===== config.mk =====
export PLATFORM = sky130hd
export DESIGN_NAME = addr_mapper
export DESIGN_NICKNAME = d
export VERILOG_FILES = /design/src/rtl/mapper_pkg.sv /design/src/rtl/addr_mapper.sv
export SDC_FILE = /design/constraint.sdc
export NUM_CORES = 1
export LEC_CHECK = 0
export BUFFER_PORTS_ARGS = -buffer_cell sky130_fd_sc_hd__buf_2
export CAP_MARGIN = 20
export CORE_AREA = 2 2 249 177
export CTS_CLUSTER_SIZE = 24
export DETAILED_ROUTE_END_ITERATION = 12
export DIE_AREA = 0 0 251 179
export PLACE_DENSITY = 0.66
export SLEW_MARGIN = 10
export SYNTH_ARGS = -nofsm -noshare
export SYNTH_HDL_FRONTEND = slang
export SYNTH_SLANG_ARGS = --single-unit
export TNS_END_PERCENT = 20

===== constraint.sdc =====
create_clock -name clk -period 3.5 [get_ports clk]
set_input_delay 0.7 -clock clk [delete_from_list [all_inputs] [get_ports clk]]
set_output_delay 0.7 -clock clk [all_outputs]
set_load 0.02 [all_outputs]

===== src/rtl/mapper_pkg.sv =====
// constants for the processor address mapper block
package mapper_pkg;

  // ------------------------------------------------------------------
  // programmable mapper slots
  // ------------------------------------------------------------------
  localparam int NPROG = 6;
  localparam int NCODE = 2;
  localparam int SLOT_CODE_ONE = 0;
  localparam int SLOT_CODE_TWO = 1;
  localparam int SLOT_DATA_ONE = 2;
  localparam int SLOT_DATA_TWO = 3;
  localparam int SLOT_DATA_FOUR = 4;
  localparam int SLOT_DATA_FIVE = 5;

  // ------------------------------------------------------------------
  // register offsets within the config zone, A15:12 taken as Fh
  // ------------------------------------------------------------------
  localparam logic [15:0] LOW_OFS [NPROG] =
    '{16'hff02, 16'hff08, 16'hff0f, 16'hff14, 16'hff80, 16'hff85};
  localparam logic [15:0] MID_OFS [NPROG] =
    '{16'hff03, 16'hff09, 16'hff10, 16'hff15, 16'hff81, 16'hff86};
  localparam logic [15:0] HIGH_OFS [NPROG] =
    '{16'hff04, 16'hff0a, 16'hff11, 16'hff16, 16'hff82, 16'hff87};
  localparam logic [15:0] SRC_OFS [NPROG] =
    '{16'hff05, 16'hff0b, 16'hff12, 16'hff17, 16'hff83, 16'hff88};
  localparam logic [15:0] CTL_OFS [NPROG] =
    '{16'hff06, 16'hff0c, 16'hff13, 16'hff18, 16'hff84, 16'hff89};
  localparam logic [15:0] ALT_OFS [NCODE] = '{16'hff07, 16'hff0d};
  localparam logic [15:0] ROM_OPERAND_OFS = 16'hff00;
  localparam logic [15:0] ROM_OPCODE_OFS = 16'hff01;
  localparam logic [15:0] RAM_TAG_OFS = 16'hff0e;
  localparam logic [15:0] CFG_TAG_OFS = 16'hff19;
  localparam logic [15:0] CFG_SRC_OFS = 16'hff1a;
  localparam logic [15:0] CFG_CTL_OFS = 16'hff1b;
  localparam logic [15:0] SFR_LOW_OFS = 16'hfe20;
  localparam logic [15:0] SFR_MID_OFS = 16'hfe21;
  localparam logic [15:0] SFR_PIN_OFS = 16'hfe22;
  localparam logic [15:0] SFR_CTL_OFS = 16'hfe23;
  localparam logic [15:0] SFR_LATCH_OFS = 16'hfe24;

  // ------------------------------------------------------------------
  // field layout and reset values
  // ------------------------------------------------------------------
  localparam int CTL_ON_BIT = 5;
  localparam int CFG_LARGE_BIT = 0;
  localparam int SIZE_FLOOR = 8;
  localparam logic [7:0] CTL_MASK = 8'h3f;
  localparam logic [7:0] CFG_SRC_MASK = 8'h0f;
  localparam logic [7:0] CFG_CTL_MASK = 8'h01;
  localparam logic [7:0] SFR_CTL_MASK = 8'h20;
  localparam logic [7:0] TAG_RESET = 8'h00;
  localparam logic [7:0] CTL_RESET = 8'h00;
  localparam logic [7:0] CFG_SRC_RESET = 8'h0f;
  localparam logic [7:0] CFG_CTL_RESET = 8'h01;

  // ------------------------------------------------------------------
  // fixed physical layout
  // ------------------------------------------------------------------
  localparam logic [7:0] ROM_PAGE = 8'h00;
  localparam logic [7:0] RAM_PAGE = 8'h01;
  localparam logic [7:0] CFG_PAGE = 8'h02;
  localparam logic [3:0] CFG_TOP_NIBBLE = 4'hf;
  localparam int ROM_ADDR_BITS = 10;
  localparam int RAM_ALIAS_BITS = 13;
  localparam logic [2:0] RAM_ALIAS_BASE = 3'h4;

  // ------------------------------------------------------------------
  // processor access space encoding
  // ------------------------------------------------------------------
  localparam logic [1:0] SPACE_CODE = 2'h0;
  localparam logic [1:0] SPACE_DATA = 2'h1;
  localparam logic [1:0] SPACE_SFR = 2'h2;

endpackage


===== src/rtl/addr_mapper.sv =====
// processor logical to system bus physical address mapper
`timescale 1ns/10ps
`default_nettype none

// Overview of operation
// - ROM code mapper drives A31:24 from operand or opcode tag per fetch type
// - ROM code mapper is always on and catches every unclaimed code fetch
// - code mapper priority: two, then one, then ROM
// - code mappers one and two have own enables, off after reset
// - control register: enable bit 5, zone size bits 4:0, bits 7:6 unused
// - programmable code mapper tags A31:24 by operand or opcode fetch
// - low target byte gives A15:8, mid byte A23:16, unless passed through
// - zone source byte compared with logical A15:8 for zone match
// - data priority: config, five, four, two, one, then RAM
// - RAM mapper always on, drives A31:24 from its tag byte
// - data mappers one, two, four, five have own enables, off after reset
// - RAM low 32K at 0000h-7FFFh, top 8K aliased four times above
// - config mapper resets to 4K zone F000h-FFFFh, also offers 256 bytes
// - config zone on 4K boundary, source holds A15:12 in bits 3:0
// - config control bit 0 selects 4K when set, 256 when clear; reset set
// - config mapper always on; its 4K zone reaches every mapper register, the 256-byte zone misses the SFR export registers at FE20h-FE24h
// - enabled SPECIAL_FUNCTION_REGISTER export mapper puts full 32-bit address on the bus
// - SPECIAL_FUNCTION_REGISTER export mapper is disabled after reset
// - SPECIAL_FUNCTION_REGISTER access tags A31:24 from latch or pin tag per instruction type
// - exported SPECIAL_FUNCTION_REGISTER accesses are routed to the system bus
// - zone size is log2 bytes, 8 to 16, mask is two power minus one
// - mapper translates only when on and unmasked bits match source
// - masked low bits and A7:0 from logical, rest from target value
// - a miss falls to the next lower mapper; lowest always matches
module addr_mapper
  import mapper_pkg::*;
(
  input wire logic clk,
  input wire logic arst_n,
  input wire logic cpu_req,
  input wire logic [1:0] cpu_space,
  input wire logic cpu_opcode,
  input wire logic cpu_sfr_latch,
  input wire logic cpu_write,
  input wire logic [15:0] cpu_addr,
  input wire logic [7:0] cpu_wdata,
  output logic [7:0] cpu_rdata,
  output logic cpu_rvalid,
  output logic bus_req,
  output logic bus_write,
  output logic [31:0] bus_addr,
  output logic [7:0] bus_wdata
);

  // ------------------------------------------------------------------
  // register storage
  // ------------------------------------------------------------------
  logic [7:0] low_q [NPROG];
  logic [7:0] mid_q [NPROG];
  logic [7:0] high_q [NPROG];
  logic [7:0] src_q [NPROG];
  logic [7:0] ctl_q [NPROG];
  logic [7:0] alt_q [NCODE];
  logic [7:0] rom_operand_q, rom_opcode_q, ram_tag_q;
  logic [7:0] cfg_tag_q, cfg_src_q, cfg_ctl_q;
  logic [7:0] sfr_low_q, sfr_mid_q, sfr_pin_q, sfr_latch_q, sfr_ctl_q;
  logic [7:0] rdata_q;
  logic rvalid_q, bus_req_q, bus_write_q;
  logic [31:0] bus_addr_q;
  logic [7:0] bus_wdata_q;
  logic settled_q;

  // ------------------------------------------------------------------
  // zone mask: bit b of A15:8 passes through when size exceeds b+8
  // ------------------------------------------------------------------
  function automatic logic [7:0] pass_mask(input logic [4:0] size);
    logic [7:0] m;
    m = 8'h00;
    for (int b = 0; b < 8; b++) begin
      m[b] = (int'(size) > b + SIZE_FLOOR);
    end
    return m;
  endfunction

  // ------------------------------------------------------------------
  // access classification
  // ------------------------------------------------------------------
  wire logic is_code = cpu_req && (cpu_space == SPACE_CODE);
  wire logic is_data = cpu_req && (cpu_space == SPACE_DATA);
  wire logic is_sfr = cpu_req && (cpu_space == SPACE_SFR);
  wire logic sfr_on = sfr_ctl_q[CTL_ON_BIT];
  wire logic cfg_large = cfg_ctl_q[CFG_LARGE_BIT];

  // ------------------------------------------------------------------
  // programmable mapper match and translation
  // ------------------------------------------------------------------
  logic [NPROG-1:0] slot_hit;
  logic [31:0] slot_addr [NPROG];
  logic [NPROG-1:0] wr_low, wr_mid, wr_high, wr_src, wr_ctl;
  logic [NPROG-1:0] at_low, at_mid, at_high, at_src, at_ctl;
  logic [NCODE-1:0] wr_alt, at_alt;
  wire logic reg_access;
  wire logic [15:0] reg_ofs;

  for (genvar g = 0; g < NPROG; g++) begin : g_slot
    wire logic [7:0] pm = pass_mask(ctl_q[g][4:0]);
    wire logic [7:0] tag;
    wire logic [7:0] page = (low_q[g] & ~pm) | (cpu_addr[15:8] & pm);
    if (g < NCODE) begin : g_code
      assign tag = cpu_opcode ? alt_q[g] : high_q[g];
    end else begin : g_data
      assign tag = high_q[g];
    end
    assign slot_hit[g] = ctl_q[g][CTL_ON_BIT] &&
                         (((cpu_addr[15:8] ^ src_q[g]) & ~pm) == 8'h00);
    assign slot_addr[g] = {tag, mid_q[g], page, cpu_addr[7:0]};
    assign at_low[g] = (reg_ofs == LOW_OFS[g]);
    assign at_mid[g] = (reg_ofs == MID_OFS[g]);
    assign at_high[g] = (reg_ofs == HIGH_OFS[g]);
    assign at_src[g] = (reg_ofs == SRC_OFS[g]);
    assign at_ctl[g] = (reg_ofs == CTL_OFS[g]);
    assign wr_low[g] = reg_access && cpu_write && at_low[g];
    assign wr_mid[g] = reg_access && cpu_write && at_mid[g];
    assign wr_high[g] = reg_access && cpu_write && at_high[g];
    assign wr_src[g] = reg_access && cpu_write && at_src[g];
    assign wr_ctl[g] = reg_access && cpu_write && at_ctl[g];

    always_ff @(posedge clk or negedge arst_n) begin
      if (!arst_n) begin
        low_q[g] <= TAG_RESET;
        mid_q[g] <= TAG_RESET;
        high_q[g] <= TAG_RESET;
        src_q[g] <= TAG_RESET;
        ctl_q[g] <= CTL_RESET;
      end else begin
        if (wr_low[g]) low_q[g] <= cpu_wdata;
        if (wr_mid[g]) mid_q[g] <= cpu_wdata;
        if (wr_high[g]) high_q[g] <= cpu_wdata;
        if (wr_src[g]) src_q[g] <= cpu_wdata;
        if (wr_ctl[g]) ctl_q[g] <= cpu_wdata & CTL_MASK;
      end
    end
  end

  for (genvar c = 0; c < NCODE; c++) begin : g_alt
    assign at_alt[c] = (reg_ofs == ALT_OFS[c]);
    assign wr_alt[c] = reg_access && cpu_write && at_alt[c];
    always_ff @(posedge clk or negedge arst_n) begin
      if (!arst_n) begin
        alt_q[c] <= TAG_RESET;
      end else if (wr_alt[c]) begin
        alt_q[c] <= cpu_wdata;
      end
    end
  end

  // ------------------------------------------------------------------
  // fixed mappers
  // ------------------------------------------------------------------
  wire logic [7:0] rom_tag = cpu_opcode ? rom_opcode_q : rom_operand_q;
  wire logic [31:0] rom_addr = {rom_tag, ROM_PAGE,
                                16'(cpu_addr[ROM_ADDR_BITS-1:0])};
  // low 32K direct, upper half folds the top 8K four times
  wire logic [15:0] ram_ofs = cpu_addr[15] ?
                              {RAM_ALIAS_BASE, cpu_addr[RAM_ALIAS_BITS-1:0]} :
                              cpu_addr;
  wire logic [31:0] ram_addr = {ram_tag_q, RAM_PAGE, ram_ofs};
  // config zone: 4K block chosen by source nibble, or its top 256 bytes
  wire logic cfg_hit = (cpu_addr[15:12] == cfg_src_q[3:0]) &&
                       (cfg_large || (cpu_addr[11:8] == CFG_TOP_NIBBLE));
  wire logic [31:0] cfg_addr = {cfg_tag_q, CFG_PAGE, CFG_TOP_NIBBLE, cpu_addr[11:0]};
  wire logic sfr_tag_sel = cpu_sfr_latch;
  wire logic [31:0] sfr_addr = {(sfr_tag_sel ? sfr_latch_q : sfr_pin_q),
                                sfr_mid_q, sfr_low_q, cpu_addr[7:0]};

  // ------------------------------------------------------------------
  // priority selection
  // ------------------------------------------------------------------
  wire logic [31:0] code_addr = slot_hit[SLOT_CODE_TWO] ? slot_addr[SLOT_CODE_TWO] :
                                slot_hit[SLOT_CODE_ONE] ? slot_addr[SLOT_CODE_ONE] :
                                rom_addr;
  wire logic [31:0] data_addr = cfg_hit ? cfg_addr :
                                slot_hit[SLOT_DATA_FIVE] ? slot_addr[SLOT_DATA_FIVE] :
                                slot_hit[SLOT_DATA_FOUR] ? slot_addr[SLOT_DATA_FOUR] :
                                slot_hit[SLOT_DATA_TWO] ? slot_addr[SLOT_DATA_TWO] :
                                slot_hit[SLOT_DATA_ONE] ? slot_addr[SLOT_DATA_ONE] :
                                ram_addr;
  wire logic [31:0] phys_addr = is_code ? code_addr : is_sfr ? sfr_addr : data_addr;

  // ------------------------------------------------------------------
  // mapper register decode, reached through the config zone
  // ------------------------------------------------------------------
  assign reg_ofs = cfg_addr[15:0];
  wire logic at_fixed = (reg_ofs == ROM_OPERAND_OFS) || (reg_ofs == ROM_OPCODE_OFS) ||
                        (reg_ofs == RAM_TAG_OFS) || (reg_ofs == CFG_TAG_OFS) ||
                        (reg_ofs == CFG_SRC_OFS) || (reg_ofs == CFG_CTL_OFS) ||
                        (reg_ofs == SFR_LOW_OFS) || (reg_ofs == SFR_MID_OFS) ||
                        (reg_ofs == SFR_PIN_OFS) || (reg_ofs == SFR_CTL_OFS) ||
                        (reg_ofs == SFR_LATCH_OFS);
  wire logic at_slot = |{at_low, at_mid, at_high, at_src, at_ctl, at_alt};
  assign reg_access = is_data && cfg_hit && (at_fixed || at_slot);
  wire logic wr_fixed = reg_access && cpu_write;
  // exported SFRs go out only while the export mapper is on
  wire logic to_bus = cpu_req && !reg_access && !(is_sfr && !sfr_on);

  always_ff @(posedge clk or negedge arst_n) begin
    if (!arst_n) begin
      rom_operand_q <= TAG_RESET;
      rom_opcode_q <= TAG_RESET;
      ram_tag_q <= TAG_RESET;
      cfg_tag_q <= TAG_RESET;
      cfg_src_q <= CFG_SRC_RESET;
      cfg_ctl_q <= CFG_CTL_RESET;
      sfr_low_q <= TAG_RESET;
      sfr_mid_q <= TAG_RESET;
      sfr_pin_q <= TAG_RESET;
      sfr_latch_q <= TAG_RESET;
      sfr_ctl_q <= CTL_RESET;
    end else if (wr_fixed) begin
      if (reg_ofs == ROM_OPERAND_OFS) rom_operand_q <= cpu_wdata;
      if (reg_ofs == ROM_OPCODE_OFS) rom_opcode_q <= cpu_wdata;
      if (reg_ofs == RAM_TAG_OFS) ram_tag_q <= cpu_wdata;
      if (reg_ofs == CFG_TAG_OFS) cfg_tag_q <= cpu_wdata;
      if (reg_ofs == CFG_SRC_OFS) cfg_src_q <= cpu_wdata & CFG_SRC_MASK;
      if (reg_ofs == CFG_CTL_OFS) cfg_ctl_q <= cpu_wdata & CFG_CTL_MASK;
      if (reg_ofs == SFR_LOW_OFS) sfr_low_q <= cpu_wdata;
      if (reg_ofs == SFR_MID_OFS) sfr_mid_q <= cpu_wdata;
      if (reg_ofs == SFR_PIN_OFS) sfr_pin_q <= cpu_wdata;
      if (reg_ofs == SFR_CTL_OFS) sfr_ctl_q <= cpu_wdata & SFR_CTL_MASK;
      if (reg_ofs == SFR_LATCH_OFS) sfr_latch_q <= cpu_wdata;
    end
  end

  // ------------------------------------------------------------------
  // read-back mux
  // ------------------------------------------------------------------
  logic [7:0] rd_mux;
  always_comb begin
    rd_mux = 8'h00;
    for (int i = 0; i < NPROG; i++) begin
      if (at_low[i]) rd_mux = low_q[i];
      if (at_mid[i]) rd_mux = mid_q[i];
      if (at_high[i]) rd_mux = high_q[i];
      if (at_src[i]) rd_mux = src_q[i];
      if (at_ctl[i]) rd_mux = ctl_q[i];
    end
    for (int i = 0; i < NCODE; i++) begin
      if (at_alt[i]) rd_mux = alt_q[i];
    end
    case (reg_ofs)
      ROM_OPERAND_OFS: rd_mux = rom_operand_q;
      ROM_OPCODE_OFS: rd_mux = rom_opcode_q;
      RAM_TAG_OFS: rd_mux = ram_tag_q;
      CFG_TAG_OFS: rd_mux = cfg_tag_q;
      CFG_SRC_OFS: rd_mux = cfg_src_q;
      CFG_CTL_OFS: rd_mux = cfg_ctl_q;
      SFR_LOW_OFS: rd_mux = sfr_low_q;
      SFR_MID_OFS: rd_mux = sfr_mid_q;
      SFR_PIN_OFS: rd_mux = sfr_pin_q;
      SFR_CTL_OFS: rd_mux = sfr_ctl_q;
      SFR_LATCH_OFS: rd_mux = sfr_latch_q;
      default: rd_mux = rd_mux;
    endcase
  end

  // ------------------------------------------------------------------
  // answer registers
  // ------------------------------------------------------------------
  always_ff @(posedge clk or negedge arst_n) begin
    if (!arst_n) begin
      rdata_q <= 8'h00;
      rvalid_q <= 1'b0;
    end else begin
      rvalid_q <= reg_access && !cpu_write;
      if (reg_access && !cpu_write) rdata_q <= rd_mux;
    end
  end

  always_ff @(posedge clk or negedge arst_n) begin
    if (!arst_n) begin
      bus_req_q <= 1'b0;
      bus_write_q <= 1'b0;
      bus_addr_q <= 32'h0000_0000;
      bus_wdata_q <= 8'h00;
    end else begin
      bus_req_q <= to_bus;
      if (to_bus) begin
        bus_write_q <= cpu_write;
        bus_addr_q <= phys_addr;
        bus_wdata_q <= cpu_wdata;
      end
    end
  end

  always_ff @(posedge clk or negedge arst_n) begin
    if (!arst_n) begin
      settled_q <= 1'b0;
    end else begin
      settled_q <= 1'b1;
    end
  end

  assign cpu_rdata = rdata_q;
  assign cpu_rvalid = rvalid_q;
  assign bus_req = bus_req_q;
  assign bus_write = bus_write_q;
  assign bus_addr = bus_addr_q;
  assign bus_wdata = bus_wdata_q;

  // ------------------------------------------------------------------
  // checks
  // ------------------------------------------------------------------
  AST_ROM_TAG: assert property (@(posedge clk) disable iff (!arst_n)
    (is_code && !slot_hit[SLOT_CODE_TWO] && !slot_hit[SLOT_CODE_ONE])
    |=> bus_req && bus_addr[31:24] == ($past(cpu_opcode) ? $past(rom_opcode_q) :
                                       $past(rom_operand_q)))
    else $error("rom code tag wrong");

  AST_CODE_PRIO: assert property (@(posedge clk) disable iff (!arst_n)
    (is_code && slot_hit[SLOT_CODE_TWO] && cpu_opcode)
    |=> bus_addr[31:24] == $past(alt_q[SLOT_CODE_TWO]))
    else $error("code mapper two not preferred");

  AST_RESET_OFF: assert property (@(posedge clk) disable iff (!arst_n)
    !settled_q |-> !ctl_q[SLOT_CODE_ONE][CTL_ON_BIT] && !ctl_q[SLOT_DATA_FIVE][CTL_ON_BIT]
                   && !sfr_on)
    else $error("mapper enabled after reset");

  AST_CFG_RESET: assert property (@(posedge clk) disable iff (!arst_n)
    !settled_q |-> cfg_large && cfg_src_q == CFG_SRC_RESET)
    else $error("config zone reset wrong");

  AST_CFG_FIRST: assert property (@(posedge clk) disable iff (!arst_n)
    (is_data && cfg_hit && !reg_access) |=> bus_addr[23:16] == CFG_PAGE)
    else $error("config mapper not first");

  AST_RAM_ALIAS: assert property (@(posedge clk) disable iff (!arst_n)
    (is_data && !cfg_hit && slot_hit[NPROG-1:SLOT_DATA_ONE] == 4'h0 && cpu_addr[15])
    |=> bus_addr[15:13] == RAM_ALIAS_BASE && bus_addr[23:16] == RAM_PAGE)
    else $error("ram alias wrong");

  AST_SFR_GATE: assert property (@(posedge clk) disable iff (!arst_n)
    (is_sfr && !sfr_on) |=> !bus_req)
    else $error("sfr access leaked while off");

  AST_SFR_TAG: assert property (@(posedge clk) disable iff (!arst_n)
    (is_sfr && sfr_on && cpu_sfr_latch) |=> bus_req && bus_addr[31:24] == $past(sfr_latch_q))
    else $error("sfr latch tag wrong");

  AST_LOW_BYTE: assert property (@(posedge clk) disable iff (!arst_n)
    (cpu_req && !reg_access && !is_sfr) |=> bus_addr[7:0] == $past(cpu_addr[7:0]))
    else $error("low byte not passed");

  AST_REG_LOCAL: assert property (@(posedge clk) disable iff (!arst_n)
    (reg_access && !cpu_write) |=> cpu_rvalid && !bus_req)
    else $error("register access escaped");

  AST_READBACK: assert property (@(posedge clk) disable iff (!arst_n)
    (wr_fixed && reg_ofs == RAM_TAG_OFS) ##1 (reg_access && !cpu_write && reg_ofs == RAM_TAG_OFS)
    |=> cpu_rdata == $past(cpu_wdata, 2))
    else $error("read-back mismatch");

endmodule

`default_nettype wire


==> impl_metrics.py <==
metrics = {
    "status": {
        "result_of_the_run": "finished clean",
    },
    "final_layout": {
        "layout.cells.most_common": "sky130_fd_sc_hd__dfrtp_1",
        "fillCellCount": 3713,
        "post_route_cells_drive_above_1_share_pct": 35.9,
        "leading_cell_types_in_the_layout_fill_and_taps_excluded": "sky130_fd_sc_hd__dfrtp_1 (360), sky130_fd_sc_hd__mux2_2 (320), sky130_fd_sc_hd__buf_4 (303)",
        "syn2layout_area_growth_pct": 21.0,
        "final_util_pct": 59.5,
        "finish.net_count": 2372,
    },
    "power_and_ir_drop": {
        "ir_drop_v": 0.000349,
        "total_power_w": 0.00959,
        "pwr_density_cell_mw_per_mm2": 375,
        "power_leakage_nw": 12.1,
    },
    "synth": {
        "netlist-cell-type-count": 93,
        "netlist_area_mm2": 0.0211,
        "synth_sequential_area_ratio_pct": 43.3,
        "synth_top_area_share_pct": 42.6,
        "synth_area_leaders": "sky130_fd_sc_hd__dfrtp_1 (43%), sky130_fd_sc_hd__mux2_2 (17%), sky130_fd_sc_hd__nand2_1 (3.0%)",
        "synth.ff_latch_count": 365,
        "avgSynthCellArea_um2": 10.3,
        "synthCells": 2053,
        "synthArstFlopShare_pct": 100,
        "synth-edff-count": 0,
        "synth_area_leader_cell": "sky130_fd_sc_hd__dfrtp_1",
        "yosys_warnings": 0,
        "synth_fp_nets": 2085,
        "postSynth.topFlopCell": "sky130_fd_sc_hd__dfrtp_1",
    },
    "critical_path": {
        "worst-r2r-cell-count": 11,
        "worstPathMaxFanout": 12,
        "worst_ep_required_ns": 3.97,
        "worstReg2RegStart": "ctl_q[3]$_DFFE_PN0P_",
        "critPathCaptureType": "flip-flop",
        "launch_point_of_the_critical_path": "ctl_q[3]$_DFFE_PN0P_",
        "critPathMaxStageDelay_ns": 0.62,
        "critical_path.most_common_cell": "sky130_fd_sc_hd__buf_4",
        "worst_path_max_delay_cell": "sky130_fd_sc_hd__a2111oi_0",
        "path_class": "reg -> reg",
        "cp_cell_sequence": "and2_0 -> a31oi_1 -> a22oi_1 -> o2111ai_4 -> buf_4 -> buf_4 -> a2111oi_0 -> buf_4 -> a21oi_1 -> buf_4 -> a21oi_1",
        "critical_path_buf_inv_count": 4,
        "arrival_ns": 3.90,
        "critical_path.startpoint_type": "flip-flop",
        "crit_cells": 11,
        "critical_path.top_delay_family": "compound AO/OA/AOI/OAI gates",
    },
    "min_path": {
        "hold_path.class": "in -> async",
    },
    "placed_design": {
        "globalplace.congestion": 1.08,
        "place.detailed.hpwl_um": 79600,
        "numPortBuffers": 82,
    },
    "clock_network": {
        "clock_tree_from_tritoncts": "done",
        "postCtsSetupBuffers": 0,
        "post_cts_resized": 0,
        "cts_hold_repair.buffers": 0,
        "clockRootBuffer": "sky130_fd_sc_hd__clkbuf_16",
        "htreeDepth": 2,
        "clock_insertion_delay_worst_skew_ns": 0.56,
        "clock_tree.buffer_depth": 3,
        "cts.clk_slew.worst_paths_ns": 0.06,
        "tritoncts.num_buffers": 38,
        "clkSinkCount": 365,
    },
    "global_route": {
        "first_global_vias": 19300,
        "grt_pass1_wl_um": 147000,
        "grtUsageTotal_pct": 46.3,
        "grt_overflow": 0,
        "maximum_number_of_pins_on_one_net_before_global_route_repair": 96,
        "antenna_violations_before_repair": 12,
    },
    "drt": {
        "detail_route.vias_per_cell": 7.10,
        "ant_nets": 0,
        "route.final.wire_length_um": 104000,
        "routed_wire_length_per_instance_um": 35.7,
        "post-route-drc-count": 0,
        "routed-via-count": 20800,
        "detailedRoute.firstIterationViolations": 3692,
        "drt_pre_antenna_iters": 7,
    },
    "die": {
        "initial_core_utilization_pct": 49.2,
        "floorplan.io_pins": 83,
        "row_count": 64,
        "die_width_um": 251,
        "floorplan.die_area_mm2": 0.0449,
        "die_y_um": 179,
        "core_area_mm2": 0.0429,
    },
    "sta": {
        "final.setup.tns_ns": 0,
        "max_freq_ghz": 0.291,
        "clock_skew_ns": 0.0238,
        "hold_violations": 0,
        "drv_slew": 0,
        "post-route-min-period_ns": 3.43,
        "post-route-period-util_pct": 98.0,
        "slew-limit-headroom_pct": 16.1,
        "setup_violations": 0,
        "worst_pin_slew_ns": 1.26,
        "grt_setup_unrepaired": "no",
    },
    "flow_run": {
        "cap_violations": 0,
    },
}
-- cell families after synthesis --
family | after synthesis | share of synthesized area, %
AOI/OAI and AO/OA | 542 | 17.8
xor gates and xnor gates | 53 | 2.20
buffers and inverters | 179 | 3.71
DFF | 365 | 43.3
muxes | 374 | 19.7
and+or+nand+nor | 540 | 13.3
-- path summary, 6_finish.rpt --
kind                                             to  slack [ns]
max reg2reg                bus_addr[29]$_DFFE_PN0P_        0.07
min                           mid_q[34]$_DFFE_PN0P_        0.18
min in group clk           bus_wdata[3]$_DFFE_PN0P_        0.47
min reg2reg                bus_wdata[3]$_DFFE_PN0P_        0.47
max                        bus_addr[29]$_DFFE_PN0P_        0.07
max in group asynchronous     mid_q[16]$_DFFE_PN0P_        2.23
-- registers in the layout, summed over array words and instances, names as in the netlist, 16 cells and up --
| register | cells |
|---|---|
| src_q | 48 |
| g_slot.tag | 32 |
| low_q | 48 |
| mid_q | 48 |
| alt_q | 16 |
| bus_addr | 32 |
| ctl_q | 36 |
| high_q | 16 |
-- Yosys cell counts, types with 24 or more instances --
cell,count
sky130_fd_sc_hd__mux2_2,320
sky130_fd_sc_hd__nand2_1,168
sky130_fd_sc_hd__xor2_1,29
sky130_fd_sc_hd__o21ai_0,106
sky130_fd_sc_hd__dfrtp_1,360
sky130_fd_sc_hd__a21oi_1,100
sky130_fd_sc_hd__nor2_1,137
sky130_fd_sc_hd__a31oi_1,40
sky130_fd_sc_hd__xnor2_1,24
sky130_fd_sc_hd__buf_2,51
sky130_fd_sc_hd__mux2i_1,53
sky130_fd_sc_hd__clkbuf_1,90
sky130_fd_sc_hd__nor3_1,26
sky130_fd_sc_hd__nand3_1,49
sky130_fd_sc_hd__a22oi_1,27
-- metrics by stage --
| step | cell area [um2] | hold slack, ns | worst slack (ns) | cells |
|---|---|---|---|---|
| floorplan | 21100 | 0.404 | 0.476 | 2053 |
| global placement | 24300 | 0.452 | -0.0629 | 2861 |
| detailed placement | 24300 | 0.459 | -0.0696 | 2861 |
| CTS | 25500 | 0.260 | 0.239 | 2925 |
| global route | 25500 | 0.252 | 0.0101 | 2925 |
| finish | 25600 | 0.176 | 0.0693 | 2930 |
-- final cells by class --
| type | instances | area [um2] | area share, % |
|---|---|---|---|
| diodes | 5 | 12.5 | 0.0490 |
| clock buffers | 49 | 1060 | 4.16 |
| clock inverters | 15 | 199 | 0.778 |
| inverters | 19 | 71.3 | 0.279 |
| multi-input cells | 1509 | 11200 | 44.0 |
| flip-flops and latches | 365 | 9140 | 35.8 |
| well taps | 561 | 702 | 2.75 |
| repair buffers | 407 | 3140 | 12.3 |
-- power by group --
part | switching, W | leakage, nW | internal [W]
sequential | 0.0000367 | 4.97 | 0.00427
clock | 0.00181 | 0.605 | 0.00245
combinational | 0.000715 | 6.54 | 0.000303
-- routing by layer --
| metal | vias up | part of all wire [%] | GRT usage [%] |
|---|---|---|---|
| met5 | - | 0.088 | 0 |
| met4 | 14 | 4.3 | 15.4 |
| met3 | 344 | 15 | 16.8 |
| met2 | 1714 | 39 | 63.2 |
| met1 | 10400 | 42 | 67.3 |
| li1 | 8333 | - | - |
Power figures use the tool's default switching activity.
